`src/hw/capture_map.svh`:
```
`ifndef CAPTURE_MAP_SVH
`define CAPTURE_MAP_SVH
// ----------------------------------------------------------------
// Parameter addresses
// ----------------------------------------------------------------
`define OFS_EDGE_SELECT   12'ha04
`define OFS_START_STOP    12'ha08
`define OFS_ENC_SOURCE    12'ha14
`define OFS_RESULT_LO     12'ha80
`define OFS_RESULT_HI     12'ha82
`define OFS_STATUS        12'ha84
// ----------------------------------------------------------------
// Setting values and reset values
// ----------------------------------------------------------------
`define CMD_STOP          16'h0000
`define CMD_ONCE          16'h0001
`define CMD_CONT          16'h0002
`define CMD_MAX           16'h0004
`define EDGE_FALL         16'h0000
`define EDGE_RISE         16'h0001
`define EDGE_BOTH         16'h0002
`define SRC_ENC1          16'h0000
`define RST_EDGE_SELECT   16'h0000
`define RST_START_STOP    16'h0000
`define RST_ENC_SOURCE    16'h0000
// ----------------------------------------------------------------
// Status word bits
// ----------------------------------------------------------------
`define ST_NEW            0
`define ST_OVERRUN        1
`define ST_ACTIVE         2
`endif

```
`src/hw/capture_pkg.sv`:
```
`default_nettype none
package capture_pkg;
    // Parameter access request from the fieldbus side
    typedef struct packed {
        logic        wr;
        logic        rd;
        logic [11:0] addr;
        logic [15:0] wdata;
    } par_req_t;
    // Answer, one cycle after the request
    typedef struct packed {
        logic        ack;
        logic        err;
        logic [15:0] rdata;
    } par_rsp_t;
    // Run state, Gray along stop -> once -> continuous
    typedef enum logic [1:0] {
        RUN_STOP = 2'b00,
        RUN_ONCE = 2'b01,
        RUN_CONT = 2'b11
    } run_state_t;
endpackage
`default_nettype wire

```
`src/hw/capture_sync.sv`:
```
`timescale 1ns/1ps
`default_nettype none
module capture_sync (
    input  wire logic core_clk,
    input  wire logic rst_b,
    input  wire logic pin,
    output logic      level
);
    logic [2:0] stage;
    logic       next_level;
    // ----------------------------------------------------------------
    // Three-stage synchroniser with agreement filter
    // ----------------------------------------------------------------
    // Only stages two and three are compared; stage one may be metastable
    always_comb begin
        next_level = (stage[1] == stage[2]) ? stage[2] : level;
    end
    always_ff @(posedge core_clk) begin
        if (!rst_b) begin
            stage <= 3'h0;
            level <= 1'b0;
        end else begin
            stage <= {stage[1:0], pin};
            level <= next_level;
        end
    end
endmodule // capture_sync
`default_nettype wire

```
`src/hw/position_capture_input_unit.sv`:
```
`include "capture_map.svh"
`timescale 1ns/1ps
`default_nettype none
module position_capture_input_unit
    import capture_pkg::*;
#(
    parameter int POS_W = 32
) (
    input  wire logic                 core_clk,
    input  wire logic                 rst_b,
    input  wire logic                 capture_pin,
    input  wire logic [POS_W-1:0]     enc1_position,
    input  wire par_req_t             par_req,
    output par_rsp_t                  par_rsp,
    output logic                      capture_strobe,
    output logic                      capture_active
);
    // ----------------------------------------------------------------
    // Helpers
    // ----------------------------------------------------------------
    // Address match used by write, read and validation paths
    function automatic logic hit(input logic [11:0] a, input logic [11:0] ofs);
        hit = (a == ofs);
    endfunction

    logic                 pin_level;
    logic                 pin_prev;
    logic                 edge_rise;
    logic                 edge_fall;
    logic                 qualify;
    logic                 take;
    logic [15:0]          edge_select;
    logic [15:0]          start_stop;
    logic [15:0]          enc_source;
    logic [POS_W-1:0]     result;
    logic                 flag_new;
    logic                 flag_overrun;
    run_state_t           state;
    logic [15:0]          next_edge_select;
    logic [15:0]          next_start_stop;
    logic [15:0]          next_enc_source;
    logic [POS_W-1:0]     next_result;
    logic                 next_flag_new;
    logic                 next_flag_overrun;
    run_state_t           next_state;
    par_rsp_t             next_rsp;
    logic                 wr_ss;
    logic                 wr_ok;
    logic                 wr_bad;
    logic [31:0]          result_w;

    capture_sync u_sync (
        .core_clk (core_clk),
        .rst_b    (rst_b),
        .pin      (capture_pin),
        .level    (pin_level)
    );

    // ----------------------------------------------------------------
    // Edge qualification
    // ----------------------------------------------------------------
    // Source other than encoder 1 can never be stored, so it gates nothing extra
    always_comb begin
        edge_rise = pin_level & ~pin_prev;
        edge_fall = ~pin_level & pin_prev;
        case (edge_select)
            `EDGE_FALL: qualify = edge_fall;
            `EDGE_RISE: qualify = edge_rise;
            `EDGE_BOTH: qualify = edge_rise | edge_fall;
            default:    qualify = 1'b0;
        endcase
        take = qualify && (state != RUN_STOP) && (enc_source == `SRC_ENC1);
    end

    // ----------------------------------------------------------------
    // Parameter write validation
    // ----------------------------------------------------------------
    // Out-of-range values are refused so the stored setting stays decodable
    always_comb begin
        wr_ss  = par_req.wr && hit(par_req.addr, `OFS_START_STOP);
        wr_ok  = 1'b0;
        if (par_req.wr) begin
            if (hit(par_req.addr, `OFS_EDGE_SELECT))
                wr_ok = (par_req.wdata <= `EDGE_BOTH);
            else if (wr_ss)
                wr_ok = (par_req.wdata <= `CMD_MAX);
            else if (hit(par_req.addr, `OFS_ENC_SOURCE))
                wr_ok = (par_req.wdata == `SRC_ENC1);
            else if (hit(par_req.addr, `OFS_STATUS))
                wr_ok = 1'b1;
        end
        wr_bad = par_req.wr && !wr_ok;
    end

    // ----------------------------------------------------------------
    // Settings and run state
    // ----------------------------------------------------------------
    // A start/stop write in the capture cycle wins: the newer command counts
    always_comb begin
        next_edge_select = edge_select;
        next_start_stop  = start_stop;
        next_enc_source  = enc_source;
        next_state       = state;
        if (take && state == RUN_ONCE) begin
            next_start_stop = `CMD_STOP;
            next_state      = RUN_STOP;
        end
        if (wr_ok && hit(par_req.addr, `OFS_EDGE_SELECT))
            next_edge_select = par_req.wdata;
        if (wr_ok && hit(par_req.addr, `OFS_ENC_SOURCE))
            next_enc_source = par_req.wdata;
        if (wr_ok && wr_ss) begin
            next_start_stop = par_req.wdata;
            case (par_req.wdata)
                `CMD_ONCE: next_state = RUN_ONCE;
                `CMD_CONT: next_state = RUN_CONT;
                default:   next_state = RUN_STOP;
            endcase
        end
    end

    // ----------------------------------------------------------------
    // Result and flags
    // ----------------------------------------------------------------
    // Set beats a write-one clear in the same cycle
    always_comb begin
        next_result       = result;
        next_flag_new     = flag_new;
        next_flag_overrun = flag_overrun;
        if (wr_ok && hit(par_req.addr, `OFS_STATUS)) begin
            if (par_req.wdata[`ST_NEW])
                next_flag_new = 1'b0;
            if (par_req.wdata[`ST_OVERRUN])
                next_flag_overrun = 1'b0;
        end
        if (take) begin
            next_result   = enc1_position;
            next_flag_new = 1'b1;
            if (flag_new)
                next_flag_overrun = 1'b1;
        end
    end

    // ----------------------------------------------------------------
    // Read answer
    // ----------------------------------------------------------------
    // Result is read in two halves; no snapshot, so read with the flag set
    always_comb begin
        result_w      = 32'(result);
        next_rsp      = '0;
        next_rsp.ack  = par_req.wr | par_req.rd;
        next_rsp.err  = wr_bad;
        if (par_req.rd && !par_req.wr) begin
            if (hit(par_req.addr, `OFS_EDGE_SELECT))
                next_rsp.rdata = edge_select;
            else if (hit(par_req.addr, `OFS_START_STOP))
                next_rsp.rdata = start_stop;
            else if (hit(par_req.addr, `OFS_ENC_SOURCE))
                next_rsp.rdata = enc_source;
            else if (hit(par_req.addr, `OFS_RESULT_LO))
                next_rsp.rdata = result_w[15:0];
            else if (hit(par_req.addr, `OFS_RESULT_HI))
                next_rsp.rdata = result_w[31:16];
            else if (hit(par_req.addr, `OFS_STATUS)) begin
                next_rsp.rdata[`ST_NEW]     = flag_new;
                next_rsp.rdata[`ST_OVERRUN] = flag_overrun;
                next_rsp.rdata[`ST_ACTIVE]  = (state != RUN_STOP);
            end else
                next_rsp.err = 1'b1;
        end
    end

    // ----------------------------------------------------------------
    // Registers
    // ----------------------------------------------------------------
    always_ff @(posedge core_clk) begin
        if (!rst_b) begin
            pin_prev       <= 1'b0;
            edge_select    <= `RST_EDGE_SELECT;
            start_stop     <= `RST_START_STOP;
            enc_source     <= `RST_ENC_SOURCE;
            state          <= RUN_STOP;
            result         <= '0;
            flag_new       <= 1'b0;
            flag_overrun   <= 1'b0;
            par_rsp        <= '0;
            capture_strobe <= 1'b0;
            capture_active <= 1'b0;
        end else begin
            pin_prev       <= pin_level;
            edge_select    <= next_edge_select;
            start_stop     <= next_start_stop;
            enc_source     <= next_enc_source;
            state          <= next_state;
            result         <= next_result;
            flag_new       <= next_flag_new;
            flag_overrun   <= next_flag_overrun;
            par_rsp        <= next_rsp;
            capture_strobe <= take;
            capture_active <= (next_state != RUN_STOP);
        end
    end
endmodule // position_capture_input_unit
`default_nettype wire

```
`config.mk`:
```
export PLATFORM = sky130hd
export DESIGN_NAME = position_capture_input_unit
export DESIGN_NICKNAME = d
export VERILOG_FILES = /design/src/hw/capture_pkg.sv /design/src/hw/capture_sync.sv /design/src/hw/position_capture_input_unit.sv
export VERILOG_INCLUDE_DIRS = /design/src /design/src/hw
export SDC_FILE = /design/constraint.sdc
export NUM_CORES = 1
export LEC_CHECK = 0
export ABC_AREA = 1
export BUFFER_PORTS_ARGS = -buffer_cell sky130_fd_sc_hd__buf_2
export CAP_MARGIN = 10
export CORE_UTILIZATION = 60
export CTS_CLUSTER_DIAMETER = 50
export DETAILED_ROUTE_END_ITERATION = 6
export PLACE_DENSITY_LB_ADDON = 0.2
export SYNTH_ARGS = -nofsm -noshare
export SYNTH_HDL_FRONTEND = slang
export SYNTH_SLANG_ARGS = --single-unit
export TNS_END_PERCENT = 5
```
`constraint.sdc`:
```
create_clock -name core_clk -period 4.8 [get_ports core_clk]
set_input_delay 0.24 -clock core_clk [delete_from_list [all_inputs] [get_ports core_clk]]
set_output_delay 0.24 -clock core_clk [all_outputs]
set_load 0.05 [all_outputs]
```
# Yosys cells after proc, flatten, opt, wreduce, memory -nomap -nowiden
# Index checks and enable logic that the tools add are counted.
[op_classes] order_cmp=2 n_mux=32 n_bitwise=6 n_eq_ne=12 n_reduce_logical=22
[ops] op="16-bit 2-to-1 mux" count=6
[ops] op="12-bit equality test, second input constant" count=6
[ops] op="16-bit zero test" count=3
[ops] op="16-bit by 1-bit equality test with 1-bit output, second input constant" count=2
[ops] op="16-bit by 2-bit equality test with 1-bit output, second input constant" count=2
[ops] op="1-bit 2-to-1 mux" count=18
[ops] op="17-bit 2-to-1 mux" count=1
[ops] op="16-bit by 2-bit <= comparator with 1-bit output, second input constant" count=1
[ops] op="16-bit by 3-bit <= comparator with 1-bit output, second input constant" count=1
[ops] op="13-bit 2-to-1 mux" count=1
[ops] op="1-bit logical AND" count=10
[ops] op="2-bit nonzero test" count=5
[ops] op="3-bit 2-to-1 mux" count=2
[ops] op="2-bit 2-to-1 mux" count=2
[ops] op="2-bit one-hot mux with 2 select lines" count=1
[ops] op="2-bit AND reduction" count=2
[ops] op="1-bit one-hot mux with 3 select lines" count=1
[ops] op="1-bit AND" count=2
[ops] op="2-bit by 1-bit equality test with 1-bit output, second input constant" count=1
[ops] op="1-bit zero test" count=2
[ops] op="1-bit inverter" count=2
[ops] op="1-bit OR" count=2
[ops] op="1-bit equality test" count=1
[word_totals] in_bits=65 register_bits=109

# Depth between registers and ports, before layout
[logic_depth] word_depth=15 ltp_mapped=15

# Hierarchy
# Synthesis repeated with hierarchy kept, for this count alone.
[hier_totals] hier_cells=659 area_unflattened_um2=5002.3
[by_module_without_submodules] mod="position_capture_input_unit" instances=1 area_per_inst_um2=4885.9 seq_area_each_um2=2102.0 cells_each=646
[by_module_without_submodules] mod="capture_sync" instances=1 area_per_inst_um2=116.4 seq_area_each_um2=80.1 cells_each=13

# Worst setup path after synthesis
# Ideal clock, no wire load.
[synth_path] path_kind="register to register" from="reg u_sync.level" to="reg start_stop[5]" path_slack_ns=3.116 t_arrival_ns=1.549 path_stages_with_launch=10 t_required_ns=4.665 synth_period_minus_slack_ns=1.684 setup_time_ns=0.135 path_buffers=1 path_cell_list="dfxtp_1 > inv_1 > ha_1 > o21ai_0 > nand2_1 > a21oi_1 > nand3_1 > nand2_4 > buf_6 > nor3b_2"
[synth_between] elab_chain_cells=8
[synth_lines] element="from (decl)" line="capture_sync.sv:7" rtl="output logic level"
[synth_lines] element="from (signal assigned)" line="capture_sync.sv:24" rtl="level <= next_level;"
[synth_lines] element="1-bit inverter" line="position_capture_input_unit.sv:65" rtl="edge_fall = ~pin_level & pin_prev;"
[synth_lines] element="1-bit AND" line="position_capture_input_unit.sv:65"
[synth_lines] element="1-bit OR" line="position_capture_input_unit.sv:69" rtl="`EDGE_BOTH: qualify = edge_rise | edge_fall;"
[synth_lines] element="1-bit one-hot mux with 3 select lines *" line="position_capture_input_unit.sv:66" rtl="case (edge_select)"
[synth_lines] element="1-bit logical AND * (2 in series)" line="position_capture_input_unit.sv:72" rtl="take = qualify && (state != RUN_STOP) && (enc_source == `SRC_ENC1);"
[synth_lines] element="1-bit logical AND *" line="position_capture_input_unit.sv:104" rtl="if (take && state == RUN_ONCE) begin"
[synth_lines] element="2-bit nonzero test (no source line) *"
[synth_lines] element="to (signal assigned)" line="position_capture_input_unit.sv:180" rtl="start_stop <= `RST_START_STOP;"
[synth_lines] element="to (signal assigned)" line="position_capture_input_unit.sv:192" rtl="start_stop <= next_start_stop;"
[synth_lines] element="to (decl)" line="position_capture_input_unit.sv:33" rtl="logic [15:0] start_stop;"
# Mark *: on every way between the ends. The rest lies on a longest branch, timed or not.
# A chain may end at the register's enable or synchronous reset.

# Worst setup path in the final report
[layout_path] from="reg u_sync.level" to="reg result[7]"
[layout_between] elab_chain_cells=6
[layout_lines] element="1-bit inverter" line="position_capture_input_unit.sv:65"
[layout_lines] element="1-bit AND" line="position_capture_input_unit.sv:65"
[layout_lines] element="1-bit OR" line="position_capture_input_unit.sv:69"
[layout_lines] element="1-bit one-hot mux with 3 select lines *" line="position_capture_input_unit.sv:66"
[layout_lines] element="1-bit logical AND * (2 in series)" line="position_capture_input_unit.sv:72"
[layout_lines] element="to (signal assigned)" line="position_capture_input_unit.sv:195" rtl="result <= next_result;"
[layout_lines] element="to (decl)" line="position_capture_input_unit.sv:35" rtl="logic [POS_W-1:0] result;"
# Marks and branches as above.

==> run_results.csv <==
group,metric,value,unit
clocking,insertion_delay,380,ps
synth,synth.yosys.seq_area_share,0.432,
synth,synth_simple_gate_area_frac,0.350,
setup_path,crit_type,"reg -> reg",
layout,antenna_cells,0,
grt,antenna_found_initial,0,
setup_path,end_kind,"register",
sta,slew_viol_final,0,
floorplanning,std_cell_rows,33,
synth,synthDistinctLibCells,39,
clocking,post_cts_buffers,0,
sta,rsz0062_at_grt,"no",
floorplanning,io_pins,85,
outcome,outcome,"complete, no violations",
synth,synth.most_common_cell,"nor2_1",
synth,syn_inst,664,
sta,worst_pin_slew,913,ps
sta,timing.final.hold_violations,0,
sta,min_period,2350,ps
synth,syn_avg_cell_area,7.60,sq um
clocking,htree_levels,3,
setup_path,r2r_cells,8,
setup_path,r2r_slack,2450,ps
setup_path,critical_path_required,5120,ps
grt,grt_use_total,0.287,
sta,relSlewSlack,0.391,
synth,syn_nets,731,
sta,fin_ws,2450,ps
setup_path,path_common_cell,"o21ai_0",
min_path,holdPathStages,3,
synth,synth_xor_area_frac,0,
synth,synth_area,5050,sq um
setup_path,worstSetupStartpoint,"u_sync.level$_SDFFE_PN0N_",
clocking,cts_tree,"done",
detailed_routing,wl_met2,5.45,mm
grt,grt_pass1_vias,4059,
synth,synth_warnings,0,
synth,synth_mux_area_frac,0,
synth,yosys.area.top_type,"dfxtp_1",
clocking,clk_path_buf_depth,2,
detailed_routing,routed-wl-met3,686,microns
sta,finalSetupViolCount,0,
synth,yosys.area.top_type_share,0.432,
setup_path,cp_max_fo,32,
clocking,cts-resized-gates,0,
sta,timing.final.crit_share,0.490,
placed_design,dpl.hpwl,8.55,mm
detailed_routing,drc,0,
pwr,p_leak,0.00257,uW
floorplanning,die_x,93.7,microns
synth,synthAdderAreaFrac,0.00496,
layout,fin_util,0.696,
sta,fmaxAchievable,425,MHz
pwr,power_density,271,nW/um^2
detailed_routing,drt_first_iter_violations,354,
synth,async_flop_share,0,
floorplanning,coreArea,8180,sq um
clocking,clkSlewWorstSetupHoldPaths,110,ps
placed_design,place.gp.congestion,0.923,
synth,synthFlopType,"dfxtp_1",
synth,ys_seq_elements,109,
synth,synth_top_family_by_area,"simple AND/OR/NAND/NOR gates",
setup_path,crit_slowest_cell,"and2_1",
floorplanning,die_area,8790,sq um
synth,synth_compound_area_frac,0.107,
job,drv_cap,0,
layout,drive_gt1_frac,0.255,
clocking,clockRootBuffer,"clkbuf_8",
floorplanning,start_util,0.618,
sta,fin_skew,11.9,ps
detailed_routing,via_per_inst,5.35,
setup_path,startpoint_type,"register",
setup_path,r2r-start,"u_sync.level$_SDFFE_PN0N_",
setup_path,slowest_delay,740,ps
detailed_routing,vias,4520,
layout,fillers,728,
pwr,peakVddDrop,189,uV
grt,grt_pass1_wl,19.5,mm
floorplanning,die_h,93.7,microns
detailed_routing,ant_nets,0,
detailed_routing,wirelength,11.8,mm
setup_path,worstPathArrival,2670,ps
setup_path,cp-endpoint,"result[7]$_SDFFE_PN0P_",
detailed_routing,wl_per_cell,14.0,microns
synth,synthTopCellsByArea,"dfxtp_1, nor2_1, nand2_1, inv_1, nand3_2",
placed_design,post-place-ws,2170,ps
layout,layout.nets,802,
min_path,hp-class,"in -> reg",
synth,synth_edf_count,0,
setup_path,r2r_end,"result[7]$_SDFFE_PN0P_",
detailed_routing,highest_layer,"met4",
placed_design,port-buffer-count,84,
clocking,cts-buffers-inserted,9,
setup_path,crit_chain,"inv_1 -> ha_1 -> o21ai_0 -> nand2_1 -> a21oi_1 -> and2_1 -> o21ai_0 -> nor2_1",
synth,yosys-top-cells-count,"nor2_1, dfxtp_1, nand2_1, inv_1, nand3_1",
sta,setup-tns-final,0,ps
clocking,cts_hold_buf,0,
grt,overflow,0,
detailed_routing,first_pass_iters,5,
detailed_routing,routedLengthMet1,5.51,mm
clocking,cts_sinks,109,
grt,grt_max_degree,73,
layout,syn2layout_area_growth,12.6,%
## sequential cells by signal, summed over array words and instances (netlist names), 2 cells and up
register / count
edge_select: 16
enc_source: 16
u_sync.stage: 3
start_stop: 16
par_rsp: 18
state: 2
result: 32
## critical path: cells and delay by family, from the launching register on
family | cells | cell delay (ps)
AO/OA/AOI/OAI | 3 | 590
adder cells (fa/ha/maj) | 1 | 300
flip-flops | 1 | 390
AND/OR/NAND/NOR | 3 | 950
buffers and inverters | 1 | 60
## per-stage QoR
step	cell area, sq um	total power, uW	cells	hold WS [ps]
final	5690	1540	845	59.3
after floorplan	5050	970	664	338
after detailed placement	5470	1010	828	398
after CTS	5670	1540	844	61.4
after global routing	5690	1600	845	60.7
after global placement	5470	1010	828	398
## layout by cell type, fill, tap and decap left out, types with 12 or more instances in the layout
master / Yosys / layout
a21oi_1: 14 / 14
a221oi_1: 12 / 12
a31oi_1: 12 / 12
buf_2: 13 / 84
dfxtp_1: 109 / 109
inv_1: 76 / 76
inv_2: 26 / 26
nand2_1: 90 / 90
nand3_1: 44 / 44
nand3_2: 23 / 23
nor2_1: 117 / 117
o21ai_0: 39 / 39
## layer usage
| metal | vias up | track usage |
|---|---|---|
| met4 | 0 | 0.0731 |
| li1 | 2285 | - |
| met5 | - | 0 |
| met2 | 155 | 0.457 |
| met3 | 11 | 0.0340 |
| met1 | 2069 | 0.413 |
## cells by family after synthesis
kind of cell | Yosys count
AOI/OAI and AO/OA | 90
adders and majority gates | 2
buffers and inverters | 131
DFF | 109
and+or+nand+nor | 332
## power breakdown
group,leakage (uW),internal (uW),switching (uW)
combinational,0.00159,29.1,53.4
clock,0.000103,218,333
sequential,0.000879,906,0.567
total,0.00257,1150,387
## worst min path at each step
stage / start / end / slack (ps)
6_report: enc1_position[21] / result[21]$_SDFFE_PN0P_ / 60
5_1_grt: enc1_position[8] / result[8]$_SDFFE_PN0P_ / 60
4_1_cts: enc1_position[21] / result[21]$_SDFFE_PN0P_ / 60
3_5_place_dp: u_sync.stage[0]$_SDFF_PN0_ / u_sync.stage[1]$_SDFF_PN0_ / 400
3_3_place_gp: u_sync.stage[0]$_SDFF_PN0_ / u_sync.stage[1]$_SDFF_PN0_ / 400
2_1_floorplan: capture_pin / u_sync.stage[0]$_SDFF_PN0_ / 340
## cell type report
cell class	count	area, sq um	share of cell area
clock inverters	6	62.6	0.0110
clock buffers	10	138	0.0242
repair buffers	86	443	0.0779
inverters	105	397	0.0697
multi-input cells	424	2330	0.410
well taps	105	131	0.0231
flip-flops and latches	109	2180	0.384
(Power assumes the default switching activity.)
